**src/inc/bcast_load_pkg.sv**
```systemverilog
// Constants for the broadcast and software load register logic.
package bcast_load_pkg;

  localparam int unsigned NUM_CH = 6;
  localparam int unsigned CODE_W = 14;
  localparam int unsigned BYTE_W = 8;
  localparam int unsigned LOW_W  = 6;
  localparam int unsigned BUS_W  = NUM_CH * CODE_W;

  // Register offsets on the device register port.
  localparam logic [7:0] ADDR_ACTIVE_LOW  = 8'h32;
  localparam logic [7:0] ADDR_ACTIVE_HIGH = 8'h33;
  localparam logic [7:0] ADDR_TARGETS     = 8'h34;
  localparam logic [7:0] ADDR_STAGE_LOW   = 8'h35;
  localparam logic [7:0] ADDR_STAGE_HIGH  = 8'h36;
  localparam logic [7:0] ADDR_TRANSFER    = 8'h37;

  // Field layout: low code bits sit at 7:2, reserved bits read zero.
  localparam int unsigned LOW_LSB    = 2;
  localparam int unsigned LOW_MSB    = 7;
  localparam int unsigned CH_MSB     = 5;
  localparam logic [1:0] RSVD_LOW   = 2'h0;
  localparam logic [1:0] RSVD_HIGH  = 2'h0;

  // Reset values.
  localparam logic [7:0]        RST_BYTE  = 8'h00;
  localparam logic [5:0]        RST_LOW   = 6'h00;
  localparam logic [NUM_CH-1:0] RST_CH    = 6'h00;
  localparam logic [CODE_W-1:0] RST_CODE  = 14'h0000;
  localparam logic [7:0]        READ_ZERO = 8'h00;

endpackage

```
**src/core/channel_load_slice.sv**
```systemverilog
// One channel of broadcast and software transfer strobes with code.
`timescale 1ns/1ps
module channel_load_slice
  import bcast_load_pkg::*;
(
  input  wire logic              sys_clk_i,
  input  wire logic              rst_i,
  input  wire logic              target_i,
  input  wire logic              transfer_i,
  input  wire logic              act_bcast_i,
  input  wire logic              stg_bcast_i,
  input  wire logic [CODE_W-1:0] act_code_i,
  input  wire logic [CODE_W-1:0] staging_code_i,
  output logic                   staging_wr_o,
  output logic                   active_wr_o,
  output logic [CODE_W-1:0]      active_wdata_o
);

  logic              act_sel;
  logic              nxt_act_wr;
  logic [CODE_W-1:0] nxt_act_data;
  logic              staging_wr_ff;
  logic              active_wr_ff;
  logic [CODE_W-1:0] active_wdata_ff;

  // A broadcast and a transfer never share a cycle, since each comes
  // from its own register write; the broadcast is still given priority.
  assign act_sel      = target_i & act_bcast_i;
  assign nxt_act_wr   = act_sel | transfer_i;
  assign nxt_act_data = act_sel ? act_code_i : staging_code_i;

  always_ff @(posedge sys_clk_i or posedge rst_i) begin
    if (rst_i) begin
      staging_wr_ff   <= 1'b0;
      active_wr_ff    <= 1'b0;
      active_wdata_ff <= RST_CODE;
    end else begin
      staging_wr_ff   <= target_i & stg_bcast_i; // [RULE3] [RULE6]
      active_wr_ff    <= nxt_act_wr;             // [RULE1] [RULE8]
      if (nxt_act_wr) begin
        active_wdata_ff <= nxt_act_data;
      end
    end
  end

  assign staging_wr_o   = staging_wr_ff;
  assign active_wr_o    = active_wr_ff;
  assign active_wdata_o = active_wdata_ff;

endmodule

```
**src/core/dac_broadcast_and_soft_load.sv**
```systemverilog
// Broadcast code registers, channel targets and software transfer logic.
//
// Contract
// RULE1 - Active broadcast write copies code to targets
// RULE2 - Active broadcast high byte holds code 13:6
// RULE3 - Staging broadcast write copies code to targets
// RULE4 - Staging low byte 7:2 code, 1:0 zero
// RULE5 - Target mask has one bit per channel
// RULE6 - One target bit serves both broadcast paths
// RULE7 - Target bits 7:6 read zero, reset none
// RULE8 - Transfer bit copies staging code to active
// RULE9 - Transfer bits write-only and self-clearing
// RULE10 - Transfer register bits 5:0, reset zero
// RULE11 - Staging broadcast bytes reset to zero
// RULE12 - Active low byte 7:2 code, 1:0 zero
// RULE13 - Active code is fourteen bits per channel
// RULE14 - Staging code reaches output only when transferred
// RULE15 - Several transfer bits load in same cycle
// RULE16 - Broadcast uses full code after byte write
`timescale 1ns/1ps
module dac_broadcast_and_soft_load
  import bcast_load_pkg::*;
(
  input  wire logic              sys_clk_i,
  input  wire logic              rst_i,
  input  wire logic              reg_wr_i,
  input  wire logic              reg_rd_i,
  input  wire logic [7:0]        reg_addr_i,
  input  wire logic [7:0]        reg_wdata_i,
  output logic [7:0]             reg_rdata_o,
  input  wire logic [BUS_W-1:0]  staging_code_i,
  output logic [NUM_CH-1:0]      staging_wr_o,
  output logic [CODE_W-1:0]      staging_wdata_o,
  output logic [NUM_CH-1:0]      active_wr_o,
  output logic [BUS_W-1:0]       active_wdata_o
);

  logic              wr_act_lo;
  logic              wr_act_hi;
  logic              wr_targets;
  logic              wr_stg_lo;
  logic              wr_stg_hi;
  logic              wr_transfer;
  logic              rd_act_lo;
  logic              rd_act_hi;
  logic              rd_targets;
  logic              rd_stg_lo;
  logic              rd_stg_hi;
  logic [7:0]        nxt_rdata;
  logic [CODE_W-1:0] act_code;
  logic [CODE_W-1:0] stg_code;

  logic [LOW_W-1:0]  act_lo_ff;
  logic [7:0]        act_hi_ff;
  logic [LOW_W-1:0]  stg_lo_ff;
  logic [7:0]        stg_hi_ff;
  logic [NUM_CH-1:0] targets_ff;
  logic [NUM_CH-1:0] transfer_ff;
  logic              act_bcast_ff;
  logic              stg_bcast_ff;
  logic [CODE_W-1:0] stg_wdata_ff;
  logic [7:0]        rdata_ff;

  // Write and read decode of the register port.
  assign wr_act_lo   = reg_wr_i && (reg_addr_i == ADDR_ACTIVE_LOW);
  assign wr_act_hi   = reg_wr_i && (reg_addr_i == ADDR_ACTIVE_HIGH);
  assign wr_targets  = reg_wr_i && (reg_addr_i == ADDR_TARGETS);
  assign wr_stg_lo   = reg_wr_i && (reg_addr_i == ADDR_STAGE_LOW);
  assign wr_stg_hi   = reg_wr_i && (reg_addr_i == ADDR_STAGE_HIGH);
  assign wr_transfer = reg_wr_i && (reg_addr_i == ADDR_TRANSFER);
  assign rd_act_lo   = reg_rd_i && (reg_addr_i == ADDR_ACTIVE_LOW);
  assign rd_act_hi   = reg_rd_i && (reg_addr_i == ADDR_ACTIVE_HIGH);
  assign rd_targets  = reg_rd_i && (reg_addr_i == ADDR_TARGETS);
  assign rd_stg_lo   = reg_rd_i && (reg_addr_i == ADDR_STAGE_LOW);
  assign rd_stg_hi   = reg_rd_i && (reg_addr_i == ADDR_STAGE_HIGH);

  // Full codes are built from the stored bytes, so a broadcast one cycle
  // after either byte write already sees the new byte beside the old one.
  assign act_code = {act_hi_ff, act_lo_ff}; // [RULE16] [RULE13]
  assign stg_code = {stg_hi_ff, stg_lo_ff}; // [RULE16] [RULE14]

  // Read mux; the transfer register and unmapped offsets read as zero.
  always_comb begin
    if (rd_act_lo) begin
      nxt_rdata = {act_lo_ff, RSVD_LOW}; // [RULE12]
    end else if (rd_act_hi) begin
      nxt_rdata = act_hi_ff; // [RULE2]
    end else if (rd_targets) begin
      nxt_rdata = {RSVD_HIGH, targets_ff}; // [RULE7]
    end else if (rd_stg_lo) begin
      nxt_rdata = {stg_lo_ff, RSVD_LOW}; // [RULE4]
    end else if (rd_stg_hi) begin
      nxt_rdata = stg_hi_ff; // [RULE4]
    end else begin
      nxt_rdata = READ_ZERO; // [RULE9] [RULE10]
    end
  end

  always_ff @(posedge sys_clk_i or posedge rst_i) begin
    if (rst_i) begin
      act_lo_ff <= RST_LOW;
      act_hi_ff <= RST_BYTE;
    end else begin
      if (wr_act_lo) begin
        act_lo_ff <= reg_wdata_i[LOW_MSB:LOW_LSB]; // [RULE12]
      end
      if (wr_act_hi) begin
        act_hi_ff <= reg_wdata_i; // [RULE2]
      end
    end
  end

  always_ff @(posedge sys_clk_i or posedge rst_i) begin
    if (rst_i) begin
      stg_lo_ff <= RST_LOW;  // [RULE11]
      stg_hi_ff <= RST_BYTE; // [RULE11]
    end else begin
      if (wr_stg_lo) begin
        stg_lo_ff <= reg_wdata_i[LOW_MSB:LOW_LSB]; // [RULE4]
      end
      if (wr_stg_hi) begin
        stg_hi_ff <= reg_wdata_i; // [RULE4]
      end
    end
  end

  always_ff @(posedge sys_clk_i or posedge rst_i) begin
    if (rst_i) begin
      targets_ff <= RST_CH;
    end else if (wr_targets) begin
      targets_ff <= reg_wdata_i[CH_MSB:0]; // [RULE5] [RULE7]
    end
  end

  // Transfer bits live for exactly one cycle after their write, which
  // makes them self-clearing and lets all set channels load together.
  always_ff @(posedge sys_clk_i or posedge rst_i) begin
    if (rst_i) begin
      transfer_ff <= RST_CH;
    end else if (wr_transfer) begin
      transfer_ff <= reg_wdata_i[CH_MSB:0]; // [RULE8] [RULE15]
    end else begin
      transfer_ff <= RST_CH; // [RULE9] [RULE10]
    end
  end

  always_ff @(posedge sys_clk_i or posedge rst_i) begin
    if (rst_i) begin
      act_bcast_ff <= 1'b0;
      stg_bcast_ff <= 1'b0;
    end else begin
      act_bcast_ff <= wr_act_lo | wr_act_hi; // [RULE1]
      stg_bcast_ff <= wr_stg_lo | wr_stg_hi; // [RULE3]
    end
  end

  always_ff @(posedge sys_clk_i or posedge rst_i) begin
    if (rst_i) begin
      stg_wdata_ff <= RST_CODE;
      rdata_ff     <= READ_ZERO;
    end else begin
      if (stg_bcast_ff) begin
        stg_wdata_ff <= stg_code; // [RULE3]
      end
      rdata_ff <= nxt_rdata;
    end
  end

  genvar ch;
  generate
    for (ch = 0; ch < NUM_CH; ch++) begin : g_ch
      channel_load_slice u_slice (
        .sys_clk_i      (sys_clk_i),
        .rst_i          (rst_i),
        .target_i       (targets_ff[ch]),
        .transfer_i     (transfer_ff[ch]),
        .act_bcast_i    (act_bcast_ff),
        .stg_bcast_i    (stg_bcast_ff),
        .act_code_i     (act_code),
        .staging_code_i (staging_code_i[ch*CODE_W +: CODE_W]),
        .staging_wr_o   (staging_wr_o[ch]),
        .active_wr_o    (active_wr_o[ch]),
        .active_wdata_o (active_wdata_o[ch*CODE_W +: CODE_W])
      );
    end
  endgenerate

  assign staging_wdata_o = stg_wdata_ff;
  assign reg_rdata_o     = rdata_ff;

  // Assertion helper: channel 0 and channel 5 slices of the buses.
  logic [CODE_W-1:0] act_out_0;
  logic [CODE_W-1:0] stg_in_0;
  logic [CODE_W-1:0] act_out_5;
  assign act_out_0 = active_wdata_o[0 +: CODE_W];
  assign stg_in_0  = staging_code_i[0 +: CODE_W];
  assign act_out_5 = active_wdata_o[(NUM_CH-1)*CODE_W +: CODE_W];

  property p_act_bcast;
    @(posedge sys_clk_i) disable iff (rst_i)
    (wr_act_hi || wr_act_lo) |-> ##2
      (active_wr_o == $past(targets_ff, 1));
  endproperty
  a_act_bcast: assert property (p_act_bcast) // [RULE1]
    else $error("active broadcast strobes do not follow targets");

  property p_act_bcast_code;
    @(posedge sys_clk_i) disable iff (rst_i)
    (act_bcast_ff && targets_ff[NUM_CH-1]) |=>
      (active_wr_o[NUM_CH-1] && act_out_5 == $past(act_code));
  endproperty
  a_act_bcast_code: assert property (p_act_bcast_code) // [RULE16]
    else $error("active broadcast carries wrong code");

  property p_act_hi_read;
    @(posedge sys_clk_i) disable iff (rst_i)
    (wr_act_hi ##1 (rd_act_hi && !reg_wr_i)) |=>
      (reg_rdata_o == $past(reg_wdata_i, 2));
  endproperty
  a_act_hi_read: assert property (p_act_hi_read) // [RULE2]
    else $error("active high byte read back differs");

  property p_stg_bcast;
    @(posedge sys_clk_i) disable iff (rst_i)
    stg_bcast_ff |=> (staging_wr_o == $past(targets_ff)) &&
      (staging_wdata_o == $past(stg_code));
  endproperty
  a_stg_bcast: assert property (p_stg_bcast) // [RULE3]
    else $error("staging broadcast strobes or code wrong");

  property p_stg_lo_read;
    @(posedge sys_clk_i) disable iff (rst_i)
    rd_stg_lo |=> (reg_rdata_o[LOW_LSB-1:0] == RSVD_LOW) &&
      (reg_rdata_o[LOW_MSB:LOW_LSB] == $past(stg_lo_ff));
  endproperty
  a_stg_lo_read: assert property (p_stg_lo_read) // [RULE4]
    else $error("staging low byte read layout wrong");

  property p_act_lo_read;
    @(posedge sys_clk_i) disable iff (rst_i)
    rd_act_lo |=> (reg_rdata_o[LOW_LSB-1:0] == RSVD_LOW) &&
      (reg_rdata_o[LOW_MSB:LOW_LSB] == $past(act_lo_ff));
  endproperty
  a_act_lo_read: assert property (p_act_lo_read) // [RULE12]
    else $error("active low byte read layout wrong");

  property p_targets_read;
    @(posedge sys_clk_i) disable iff (rst_i)
    (wr_targets ##1 rd_targets) |=>
      (reg_rdata_o == {RSVD_HIGH, $past(reg_wdata_i[CH_MSB:0], 2)});
  endproperty
  a_targets_read: assert property (p_targets_read) // [RULE7]
    else $error("target register read back wrong");

  property p_no_target_quiet;
    @(posedge sys_clk_i) disable iff (rst_i)
    (act_bcast_ff && targets_ff == RST_CH) |=> (active_wr_o == RST_CH);
  endproperty
  a_no_target_quiet: assert property (p_no_target_quiet) // [RULE5]
    else $error("unselected channel loaded by broadcast");

  property p_stg_no_target_quiet;
    @(posedge sys_clk_i) disable iff (rst_i)
    (stg_bcast_ff && targets_ff == RST_CH) |=> (staging_wr_o == RST_CH);
  endproperty
  a_stg_no_target_quiet: assert property (p_stg_no_target_quiet) // [RULE5]
    else $error("unselected channel staged by broadcast");

  // Without a broadcast flag or a set transfer bit no channel may load.
  property p_idle_quiet;
    @(posedge sys_clk_i) disable iff (rst_i)
    (!act_bcast_ff && transfer_ff == RST_CH) |=> (active_wr_o == RST_CH);
  endproperty
  a_idle_quiet: assert property (p_idle_quiet) // [RULE8]
    else $error("active strobe without broadcast or transfer");

  property p_transfer;
    @(posedge sys_clk_i) disable iff (rst_i)
    (wr_transfer && reg_wdata_i[0]) |-> ##2
      (active_wr_o[0] && act_out_0 == $past(stg_in_0));
  endproperty
  a_transfer: assert property (p_transfer) // [RULE8]
    else $error("transfer did not load staging code");

  property p_transfer_all;
    @(posedge sys_clk_i) disable iff (rst_i)
    wr_transfer |-> ##2 (active_wr_o == $past(reg_wdata_i[CH_MSB:0], 2));
  endproperty
  a_transfer_all: assert property (p_transfer_all) // [RULE15]
    else $error("transfer channels did not load together");

  property p_self_clear;
    @(posedge sys_clk_i) disable iff (rst_i)
    wr_transfer ##1 !wr_transfer |=> (transfer_ff == RST_CH);
  endproperty
  a_self_clear: assert property (p_self_clear) // [RULE9]
    else $error("transfer bits did not clear");

  property p_transfer_read;
    @(posedge sys_clk_i) disable iff (rst_i)
    (reg_rd_i && reg_addr_i == ADDR_TRANSFER) |=> (reg_rdata_o == READ_ZERO);
  endproperty
  a_transfer_read: assert property (p_transfer_read) // [RULE10]
    else $error("transfer register did not read zero");

endmodule

```
**config.mk**
```make
export PLATFORM = sky130hd
export DESIGN_NAME = dac_broadcast_and_soft_load
export DESIGN_NICKNAME = d
export VERILOG_FILES = /design/src/inc/bcast_load_pkg.sv /design/src/core/channel_load_slice.sv /design/src/core/dac_broadcast_and_soft_load.sv
export SDC_FILE = /design/constraint.sdc
export NUM_CORES = 1
export LEC_CHECK = 0
export BUFFER_PORTS_ARGS = -buffer_cell sky130_fd_sc_hd__buf_2
export CAP_MARGIN = 20
export CELL_PAD_IN_SITES_DETAIL_PLACEMENT = 0
export CELL_PAD_IN_SITES_GLOBAL_PLACEMENT = 1
export CORE_MARGIN = 1.5
export CORE_UTILIZATION = 42
export CTS_CLUSTER_DIAMETER = 30
export DETAILED_ROUTE_END_ITERATION = 7
export GPL_TIMING_DRIVEN = 0
export PLACE_DENSITY_LB_ADDON = 0.1
export RECOVER_POWER = 25
export SYNTH_ARGS = -nofsm -noshare
export SYNTH_HDL_FRONTEND = slang
export SYNTH_SLANG_ARGS = --single-unit
```
**constraint.sdc**
```tcl
create_clock -name sys_clk_i -period 11.9 [get_ports sys_clk_i]
set_input_delay 1.785 -clock sys_clk_i [delete_from_list [all_inputs] [get_ports sys_clk_i]]
set_output_delay 1.785 -clock sys_clk_i [all_outputs]
set_load 0.02 [all_outputs]
```
=== Word level (Yosys, flattened, before mapping) ===
Cells that the tools add are included.

* Register bits: 160
* Bits of input ports: 104
* Word-level logic and storage cells: 77

* Equality and inequality tests: 6
* Muxes and demuxes: 12
* Bitwise logic cells: 20
* Reductions and logical operators: 11

{| class="wikitable"
|+ Operator list
! cell !! number
|-
| $mux 14 || 6
|-
| $eq 8x6->1 const B || 6
|-
| $mux 8 || 5
|-
| $and 1x1->1 || 12
|-
| $logic_and 1x1->1 || 11
|-
| $or 1x1->1 || 8
|-
| $mux 6 || 1
|}

=== Logic depth before layout (Yosys ltp) ===
Gate-level depths: netlist of run 1.

* Depth in word-level cells: 7
* Mapped depth: 6
* Mapped depth without buffers: 4

=== Hierarchy ===
Synthesis of run 1 repeated with hierarchy kept, for this count alone.

* Cell total of the unflattened synthesis: 598
* Area total of the unflattened synthesis: 7495.9 um^2

{| class="wikitable"
|+ Modules (own cells, without submodules)
! module !! instances !! cells each !! area each (um^2)
|-
| channel_load_slice || 6 || 67 || 794.5
|-
| dac_broadcast_and_soft_load || 1 || 196 || 2728.9
|}

=== Least setup slack after synthesis of run 1 ===
No wires, ideal clock.

* Kind: input to register
* From: input port reg_addr_i[7]
* To: register targets_ff[0]
* Data arrival time: 3248 ps
* Data required time: 11775 ps
* Setup slack: 8527 ps
* Stages: 5
* Path buffers: 1
* Cell sequence: or2_1 or4_1 buf_2 nor3_4 mux2_2

* Word-level cells in the longest chain between the ends: 2

{| class="wikitable"
|+ RTL lines
! item !! RTL line !! RTL
|-
| start, declared || dac_broadcast_and_soft_load.sv:28 || <nowiki>input wire logic [7:0] reg_addr_i,</nowiki>
|-
| $eq 8x6->1 || dac_broadcast_and_soft_load.sv:67 || <nowiki>assign wr_targets = reg_wr_i && (reg_addr_i == ADDR_TARGETS);</nowiki>
|-
| $logic_and 1x1->1 || dac_broadcast_and_soft_load.sv:67 ||
|-
| end signal, assigned || dac_broadcast_and_soft_load.sv:131 || <nowiki>targets_ff <= reg_wdata_i[CH_MSB:0];</nowiki>
|-
| end, declared || dac_broadcast_and_soft_load.sv:57 || <nowiki>logic [NUM_CH-1:0] targets_ff;</nowiki>
|}

Every way passes these cells.
A chain may end at the register's enable or synchronous reset.

==> results.tsv, run 1 <==
stage	metric	value	unit
critical_path	critPathKind	primary input to async pin	
sta	fmaxAchievable	294	MHz
sta	timing_hold_violations_final	0	
run_status	status	finished, violations left	
sta	setup_repair_after_global_routing_missed_its_margin	false	
power	peakVddDrop	0.0000928	V
floorplanning	core_region_area	0.0165	mm^2
finish	ff_latch_area	0.00400	mm^2
critical_path	crit_path_top_delay_cell	sky130_fd_sc_hd__clkinvlp_2	
global_route	number_of_global_route_vias_before_repair	5644	
global_route	grt_util_met1	31.3	%
finish	drive_above_1_share	36.5	%
cts	ctsHtreeMaxLevel	4	
job	cap_viol_max_count	1	
sta	finClkSkew	0.00649	ns
worst_hold_path	worst_hold_path.num_cells	1	
routing	vias	5579	
routing	via_per_inst	5.05	
critical_path	timing.critical_path.buf_inv	3	
critical_path	arrival_time_worst_endpoint	3.92	ns
finish	mostFrequentLayoutCell	sky130_fd_sc_hd__buf_2	
global_route	global_route.usage.total	23.4	%
run_status	failed_checks	capacitance limit, slew limit	
synth	ys_seq_elements	160	
sta	final_period_minus_worst_setup_slack	3.40	ns
finish	area_delta_synth_final	28.5	%
sta	slew_headroom	-74.5	%
synth	post_synth_num_cell_types	37	
routing	ant_nets	0	
cts	clock_tree.buffer_depth	2	
floorplanning	dieWidth	133	um
power	power_density	135	mW/mm^2
synth	dominantRegCellSynth	sky130_fd_sc_hd__dfrtp_1	
floorplanning	floorplan.die.height	133	um
critical_path	critPathCaptureType	async pin	
placed_design	port_buffers	220	
power	static-leakage-power	0.00379	uW
sta	worst-slew-pin-transition	2.60	ns
critical_path	crit_path_cell_trace	buf_2 -> clkinvlp_2 -> buf_16	
critical_path	worst_ep_required_time	12.42	ns
critical_path	setup.worst_path.start_class	primary input	
cts	postCtsHoldBufs	0	
critical_path	timing.critical_path.depth	3	
sta	setup_violations	0	
global_route	grt_pass1_wl	31100	um
cts	worstSkewPairLatency	0.43	ns
global_route	globalRouteOverflowTotal	0	
cts	postCtsSetupBuffers	0	
cts	cts_root_buf	sky130_fd_sc_hd__clkbuf_16	
global_route	gr-usage-met2	37.7	%
global_route	top_usage_layer	met2	
synth	postSynth.asyncResetShare	100	%
synth	warnings_from_yosys	0	
floorplanning	io-pin-count	222	
sta	report.final.slew_viol_count	58	
global_route	grt_start_max_net_pins	104	
synth	post_synth_inst_count	630	
finish	fillers	1520	
routing	first_iter_violations	272	
routing	firstDrtPassIters	5	
critical_path	critical-path-max-stage-delay	1.45	ns
floorplanning	die_area	0.0176	mm^2
synth	synth.yosys.seq_area_share	56.8	%
routing	route.detailed.drc	0	
critical_path	crit_family	buffers and inverters	
placed_design	hpwl_after_detailed_placement	14400	um
cts	tritoncts.num_buffers	17	
routing	drt_wl_total	19900	um
sta	timing.final.crit_share	28.6	%
global_route	global_route.usage.met3	4.90	%
finish	multi_input_combinational_cell_area	0.00273	mm^2
finish	nNetsFinal	974	
routing	wl_per_cell	18.0	um
floorplanning	start_util	42.7	%
cts	tritoncts	done	
placed_design	gp_congestion	0.835	
finish	most-common-layout-cells	sky130_fd_sc_hd__buf_2 (220), sky130_fd_sc_hd__dfrtp_1 (160), sky130_fd_sc_hd__nand2_1 (99)	
worst_hold_path	timing.hold.worst.class	register to register	
synth	number_of_flops_mapped_to_enable_cells_by_yosys	0	
placed_design	place_worst_setup_slack	8.10	ns
cts	cts_resized	0	
cts	clk_pin_slew	0.06	ns
global_route	number_of_antenna_violations_at_the_first_check_in_global_routing	2	
synth	syn_area_per_cell	11.2	um^2
sta	tns	0	ns
synth	netlist_area	0.00705	mm^2
cts	tritoncts_num_sinks	160	
floorplanning	row_count	47	
critical_path	critical_path.max_fanout	103	
sta	layout_setup_ws	8.50	ns
synth	syn_nets	734	
critical_path	rr_worst_depth	4	
-- synth_stat cells (all sizes together) (3+ instances only) --
cell	instances	area share, %
nor3	4	0.44
mux2i	85	12
a21oi	6	0.43
inv	5	0.27
nand2	99	5.3
clkbuf	52	2.8
or2	7	0.62
dfrtp	160	57
nand3	3	0.21
nor2b	5	0.44
a21boi	4	0.43
and2	19	1.7
mux2	48	7.7
buf	15	1.5
nor2	6	0.53
o21ai	88	6.2
-- path summary, 6_finish.rpt --
path / from / to / slack, ns
max in group sys_clk_i: reg_addr_i[7] / transfer_ff[2] / 8.63
worst min-delay path: staging_wdata_o[10] / staging_wdata_o[10] / 0.50
worst min register to register: staging_wdata_o[10] / staging_wdata_o[10] / 0.50
worst max register to register: transfer_ff[2] / g_ch[2].u_slice.active_wdata_o[6] / 10.13
worst max-delay path: rst_i / g_ch[1].u_slice.active_wdata_o[11] / 8.50
min in group asynchronous: rst_i / g_ch[2].u_slice.active_wdata_o[2] / 2.06
-- cells by family after synthesis --
group / after synthesis / synth area share, %
buf+inv: 72 / 4.51
mux: 133 / 19.7
flops: 160 / 56.8
simple gates: 150 / 9.88
compound gates: 115 / 9.13
-- area by class of cell --
type                            instances  share of cell area (%)
Sequential cell                       160                    44.2
Multi-Input combinational cell        398                    30.1
Inverter                                5                   0.221
Antenna cell                            1                  0.0276
Tap cell                              220                    3.04
Timing Repair Buffer                  221                    12.4
Clock inverter                         10                    1.48
Buffer                                 67                    3.30
Clock buffer                           22                    5.23
-- power breakdown --
part | internal (uW) | switching (uW)
Combinational | 34.9 | 60.0
Clock | 345 | 214
Sequential | 560 | 9.02
Total | 940 | 283
-- per-layer routing --
metal	vias up	wire length, um
met1	2712	8740
li1	2627	-
met2	204	9430
met3	34	1250
met4	2	473
met5	-	7
-- flip-flops by register name, indices dropped and copies added, names as in the netlist --
register / flops
g_ch.u_slice.active_wdata_o: 84
staging_wdata_o: 14
act_hi_ff: 8
reg_rdata_o: 8
stg_hi_ff: 8
act_lo_ff: 6
g_ch.u_slice.active_wr_o: 6
g_ch.u_slice.staging_wr_o: 6
stg_lo_ff: 6
targets_ff: 6
transfer_ff: 6
act_bcast_ff: 1
stg_bcast_ff: 1
-- stage by stage --
stage | utilization [%] | cell area (um^2) | hold slack, ns | total power [uW] | std cells
after floorplan | - | 7050 | 0.489 | 625 | 630
after global placement | 51.0 | 8430 | 0.490 | 671 | 1070
after detailed placement | 51.2 | 8460 | 0.490 | 675 | 1071
after CTS | 54.9 | 9070 | 0.504 | 1230 | 1103
after global routing | 54.9 | 9070 | 0.527 | 1270 | 1104
final | 54.9 | 9070 | 0.502 | 1220 | 1104
No activity file was read; power rests on OpenSTA's default activity.
==> run 2, diff against run 1 <==
Settings changed: CORE_UTILIZATION 42 to 35.
Clock period 11.9 ns to 3 ns, I/O delays scaled along.
==> run 2 against run 1 <==
Net effect: the run now ends clean; cell count grew 4.4%; wire length rose by 7.4%; register-to-register slack got worse by 8.9 ns; critical path depth rose by 3; non-clock buffer count up 3; clock skew grew 0.0020 ns; sequential power rose to 4.0 times the previous value; worst hold slack got worse by 0.23 ns; clock power increased to 4.1 times the previous value; sequential cell count unchanged; first-iteration DRC count decreased by 1.8%; highest routed layer is now met4.
==> results.tsv, run 2 (synthesis gave the netlist of run 1 again) <==
stage	metric	value	unit	change
run_status	status	finished, final reports clean		
sta	setup_violations	0		unchanged
cts	ctsHtreeMaxLevel	4		unchanged
sta	final_period_minus_worst_setup_slack	2.09	ns	
finish	fillers	1899		+25%
critical_path	timing.critical_path.depth	6		+3
sta	timing.final.crit_share	69.8	%	
finish	largest_register_ff_count	84		unchanged
placed_design	hpwl_after_detailed_placement	15800	um	+10%
floorplanning	floorplan.die.height	145	um	+9.3%
critical_path	setup.worst_path.start_class	primary input		
sta	fmaxAchievable	478	MHz	
critical_path	worst_ep_required_time	3.35	ns	-9.07 ns
finish	drive_above_1_share	37.0	%	+0.55 points
finish	area_delta_synth_final	29.8	%	
power	p_sw_share	24.2	%	+1.0 points
cts	tritoncts.num_buffers	17		unchanged
critical_path	critical_path.max_fanout	6		-94%
floorplanning	start_util	36.0	%	-6.7 points
floorplanning	row_count	51		+8.5%
power	static-leakage-power	0.00382	uW	+0.73%
power	peakVddDrop	0.000379	V	+310%
finish	ff_latch_area	0.00400	mm^2	unchanged
sta	setup_repair_after_global_routing_missed_its_margin	false		
routing	vias	5597		+0.32%
placed_design	gp_congestion	0.803		-3.7%
worst_hold_path	timing.hold.worst.class	primary input to async pin		
routing	via_per_inst	4.85		-3.9%
critical_path	cp_common_cell	sky130_fd_sc_hd__buf_2		
global_route	grt_start_max_net_pins	42		-60%
sta	timing_hold_violations_final	0		unchanged
placed_design	port_buffers	220		unchanged
cts	postCtsSetupBuffers	0		unchanged
finish	most-common-layout-cells	sky130_fd_sc_hd__buf_2 (222), sky130_fd_sc_hd__dfrtp_1 (160), sky130_fd_sc_hd__nand2_1 (99)		
power	power.share.sequential	46.0	%	-0.5 points
cts	postCtsHoldBufs	0		unchanged
cts	worstSkewPairLatency	0.42	ns	about the same
global_route	grt_pass1_wl	33200	um	+6.5%
cts	tritoncts	done		
power	sw_power	1190	uW	+320%
placed_design	post_dp_area	0.00857	mm^2	+1.3%
sta	slew_headroom	17.3	%	+92 points
power	power_report.internal_total	3720	uW	+300%
sta	report.final.slew_viol_count	0		-100%
floorplanning	die_area	0.0210	mm^2	+20%
finish	post_route_cell_area	0.00916	mm^2	+1.0%
routing	ant_nets	0		unchanged
sta	finClkSkew	0.00848	ns	+0.00199 ns
critical_path	arrival_time_worst_endpoint	2.45	ns	-1.47 ns
critical_path	timing.critical_path.buf_inv	2		-1
cts	clock_tree.buffer_depth	2		unchanged
finish	multi_input_combinational_cell_area	0.00273	mm^2	unchanged
power	power.share.combinational	7.8	%	about the same
critical_path	critPathCaptureType	register		
critical_path	reg2reg_from	transfer_ff[0]		
global_route	number_of_antenna_violations_at_the_first_check_in_global_routing	2		unchanged
routing	route.detailed.drc	0		unchanged
power	clkPwrFrac	46.2	%	+0.5 points
floorplanning	dieWidth	145	um	+9.3%
critical_path	crit_path_cell_trace	buf_2 -> or2_1 -> or4_1 -> buf_2 -> nor3_1 -> and2_1		
floorplanning	io-pin-count	222		unchanged
finish	mostFrequentLayoutCell	sky130_fd_sc_hd__buf_2		
cts	clk_pin_slew	0.07	ns	about the same
routing	first_iter_violations	267		-1.8%
cts	tritoncts_num_sinks	160		unchanged
routing	drt_wl_total	21400	um	+7.4%
routing	firstDrtPassIters	5		unchanged
power	power_density	536	mW/mm^2	+300%
critical_path	critical_path.endpoint	transfer_ff[0]		
finish	nNetsFinal	977		+0.31%
critical_path	timing.rr.end	g_ch[0].u_slice.active_wdata_o[2]		
job	cap_viol_max_count	0		-1
global_route	globalRouteOverflowTotal	0		unchanged
cts	cts_root_buf	sky130_fd_sc_hd__clkbuf_16		
sta	hold-worst-slack	0.268	ns	-0.233 ns
critical_path	critical-path-max-stage-delay	0.71	ns	-0.74 ns
critical_path	ff2ff_setup_slack	1.24	ns	-8.89 ns
cts	cts_resized	0		unchanged
sta	worst-slew-pin-transition	1.23	ns	-1.37 ns
critical_path	crit_family	simple AND/OR/NAND/NOR gates		
critical_path	critPathKind	primary input to register		
global_route	global_route.usage.total	20.6	%	-2.8 points
floorplanning	core_region_area	0.0196	mm^2	+19%
routing	wl_per_cell	18.5	um	+2.8%
critical_path	crit_path_start	reg_addr_i[7]		
critical_path	crit_path_top_delay_cell	sky130_fd_sc_hd__nor3_1		
critical_path	rr_worst_depth	4		unchanged
global_route	number_of_global_route_vias_before_repair	5676		+0.57%
## run 2: worst min-delay path by stage
| stage | start | end | slack (ns) | cells after the start |
|---|---|---|---|---|
| 4_1_cts | rst_i | g_ch[2].u_slice.active_wdata_o[5] | 0.12 | 2 |
| 3_3_place_gp | staging_wdata_o[2] | staging_wdata_o[2] | 0.49 | 1 |
| 2_1_floorplan | targets_ff[2] | g_ch[2].u_slice.staging_wr_o | 0.49 | 1 |
| 6_report | rst_i | g_ch[2].u_slice.active_wdata_o[5] | 0.27 | 2 |
| 3_5_place_dp | staging_wdata_o[2] | staging_wdata_o[2] | 0.50 | 1 |
| 5_1_grt | reg_wdata_i[0] | act_hi_ff[0] | 0.32 | 2 |
## run 2: area by class of cell
cell class              instances  share of cell area (%)
well taps                     265                    3.62
multi-input cells             398                    29.8
clock buffers                  20                    4.99
flip-flops and latches        160                    43.7
repair buffers                224                    12.6
clock inverters                12                    1.73
inverters                       5                   0.219
diodes                          2                  0.0546
plain buffers                  67                    3.27
## run 2: power by group through the flow
stage | combinational (uW) | sequential, uW | clock, uW
global route | 421 | 2260 | 2410
finish | 384 | 2260 | 2270
floorplan | 142 | 2340 | 0
CTS | 396 | 2260 | 2300
global placement | 374 | 2300 | 0
detailed placement | 396 | 2300 | 0
## run 2: metrics by stage
step           setup TNS, ns  utilization, %  setup slack [ns]  total power (uW)  instances
6_report                   0            46.8             0.907              4910       1153
5_1_grt                    0            46.8             0.767              5100       1153
4_1_cts                    0            46.9             0.900              4950       1151
3_5_place_dp               0            43.8             0.473              2690       1119
3_3_place_gp          -72.13            43.3            -0.466              2670       1115
2_1_floorplan              0               -             0.521              2480        630
## run 2: routing by layer
metal  global-route usage [%]  routed length (um)  vias up
met3                     4.50                1390       22
met1                     28.3                9630     2732
met2                     32.4               10000      211
met5                        0                   0        -
met4                     6.75                 336        0
li1                         -                   -     2632
==> run 3, diff against run 2 <==
Settings changed: CORE_UTILIZATION 35 to 39.
Clock period 3 ns to 2.2 ns, I/O delays scaled along.
==> run 3 against run 2 <==
Net effect: worst setup slack got worse by 0.65 ns; core utilization rose by 5.5 points; power rose by 35%; first-iteration DRC count rose by 3.0%; wire length fell by 5.2%; register-to-register slack got worse by 0.78 ns; sequential power rose by 36%; cell count fell by 3.6%; worst hold slack got worse by 0.085 ns; global-route usage rose by 1.5 points; critical path type unchanged; critical endpoint is now transfer_ff[4].
==> results.tsv, run 3 (synthesis gave the netlist of run 1 again) <==
stage	metric	value	unit	change
placed_design	hpwl_after_detailed_placement	15000	um	-5.2%
routing	first_iter_violations	275		+3.0%
floorplanning	core_region_area	0.0175	mm^2	-11%
sta	timing_hold_violations_final	0		unchanged
routing	vias	5539		-1.0%
routing	firstDrtPassIters	5		unchanged
floorplanning	row_count	48		-5.9%
sta	tns	0	ns	unchanged
finish	mostFrequentLayoutCell	sky130_fd_sc_hd__buf_2		
global_route	global_route.usage.total	22.1	%	+1.5 points
global_route	number_of_global_route_vias_before_repair	5574		-1.8%
sta	report.final.slew_viol_count	0		unchanged
finish	drive_above_1_share	35.6	%	-1.5 points
critical_path	ff2ff_setup_slack	0.46	ns	-0.78 ns
critical_path	critPathCaptureType	register		
cts	tritoncts.num_buffers	17		unchanged
cts	tritoncts_num_sinks	160		unchanged
critical_path	timing.critical_path.buf_inv	2		unchanged
critical_path	crit_family	simple AND/OR/NAND/NOR gates		
global_route	grt_pass1_wl	30800	um	-7.2%
sta	finClkSkew	0.00724	ns	-0.00124 ns
power	power_density	727	mW/mm^2	+36%
floorplanning	floorplan.die.height	137	um	-5.2%
placed_design	place_worst_setup_slack	-0.175	ns	-0.648 ns
sta	layout_setup_ws	0.252	ns	-0.655 ns
global_route	globalRouteOverflowTotal	0		unchanged
cts	clk_pin_slew	0.06	ns	about the same
power	p_total	6640	uW	+35%
sta	final_period_minus_worst_setup_slack	1.95	ns	
routing	wl_per_cell	18.2	um	-1.7%
critical_path	critPathKind	primary input to register		
finish	largest_register_ff_count	84		unchanged
sta	worst-slew-pin-transition	0.986	ns	-0.247 ns
placed_design	gp_congestion	0.827		+2.9%
cts	clock_tree.buffer_depth	2		unchanged
run_status	status	finished, final reports clean		
finish	most-common-layout-cells	sky130_fd_sc_hd__buf_2 (209), sky130_fd_sc_hd__dfrtp_1 (160), sky130_fd_sc_hd__nand2_1 (99)		
critical_path	setup.worst_path.start_class	primary input		
critical_path	critical_path.max_fanout	6		unchanged
critical_path	crit_path_cell_trace	buf_2 -> or2_1 -> or4_1 -> clkbuf_1 -> nor3_1 -> and2_1		
sta	timing.final.crit_share	88.5	%	
power	static-leakage-power	0.00380	uW	-0.62%
worst_hold_path	timing.hold.worst.class	primary input to register		
sta	fmaxAchievable	513	MHz	
sta	slew_headroom	33.9	%	+17 points
routing	drt_wl_total	20300	um	-5.2%
power	peakVddDrop	0.000544	V	+44%
finish	nNetsFinal	978		+0.10%
cts	tritoncts	done		
floorplanning	io-pin-count	222		unchanged
cts	worstSkewPairLatency	0.42	ns	about the same
floorplanning	start_util	40.4	%	+4.4 points
floorplanning	die_area	0.0189	mm^2	-10%
critical_path	worst_ep_required_time	2.55	ns	-0.80 ns
finish	area_delta_synth_final	29.4	%	
global_route	grt_start_max_net_pins	40		-4.8%
sta	setup_repair_after_global_routing_missed_its_margin	false		
critical_path	crit_path_top_delay_cell	sky130_fd_sc_hd__nor3_1		
job	cap_viol_max_count	0		unchanged
critical_path	critical-path-max-stage-delay	0.63	ns	-0.08 ns
routing	via_per_inst	4.98		+2.6%
global_route	number_of_antenna_violations_at_the_first_check_in_global_routing	1		-1
finish	finalCoreUtilization	52.2	%	+5.5 points
routing	ant_nets	0		unchanged
placed_design	port_buffers	220		unchanged
cts	cts_root_buf	sky130_fd_sc_hd__clkbuf_16		
cts	ctsHtreeMaxLevel	4		unchanged
floorplanning	dieWidth	137	um	-5.2%
sta	setup_violations	0		unchanged
routing	route.detailed.drc	0		unchanged
critical_path	arrival_time_worst_endpoint	2.30	ns	-0.15 ns
## run 3: worst register-to-register path, delay by kind of cell, from the launching register on
kind | cells | cell delay (ns)
mux | 1 | 0.31
compound gates | 1 | 0.10
buf+inv | 2 | 0.89
flops | 1 | 0.32
## run 3: path summary, 6_finish.rpt
check	startpoint	end	cells past startpoint
worst min register to register	staging_wdata_o[10]	staging_wdata_o[10]	1
worst min-delay path	reg_wdata_i[0]	transfer_ff[0]	2
min in group asynchronous	rst_i	g_ch[2].u_slice.active_wdata_o[4]	3
max in group asynchronous	rst_i	g_ch[0].u_slice.active_wdata_o[2]	5
worst max-delay path	reg_addr_i[7]	transfer_ff[4]	6
worst max register to register	transfer_ff[0]	g_ch[0].u_slice.active_wdata_o[4]	4
## run 3: per-stage QoR
stage / std cells / hold WS (ns) / cell area, um^2
2_1_floorplan: 630 / 0.459 / 7060
3_3_place_gp: 1075 / 0.488 / 8440
3_5_place_dp: 1079 / 0.386 / 8520
4_1_cts: 1111 / 0.166 / 9150
5_1_grt: 1112 / 0.184 / 9130
6_report: 1112 / 0.183 / 9130
## run 3: layout make-up
class	instances	area, um^2
repair buffers	225	1180
multi-input cells	398	2730
plain buffers	67	298
inverters	5	20.0
clock inverters	10	134
well taps	225	282
fillers	1623	8350
clock buffers	21	480
diodes	1	2.50
flip-flops and latches	160	4000
## run 3: per-layer routing
layer  up-vias  global-route usage [%]  share of wire [%]
li1       2642                       -                  -
met1      2653                    29.7                 44
met2       215                    35.5                 47
met3        29                    4.60                6.7
met4         0                    7.95                2.2
met5         -                       0                  0
## run 3: what timing repair did
action                                  CTS  global route
endpoints found under the hold margin    19             0
endpoints found under the setup margin    0             0
gates resized for setup                   0             0
hold buffers                              1             0
setup buffers                             0             0
## run 3: power breakdown
part	switching, uW	internal (uW)	total (uW)
clock network	1140	1890	3030
registers	49.1	3030	3080
logic	327	198	525
total	1520	5120	6640
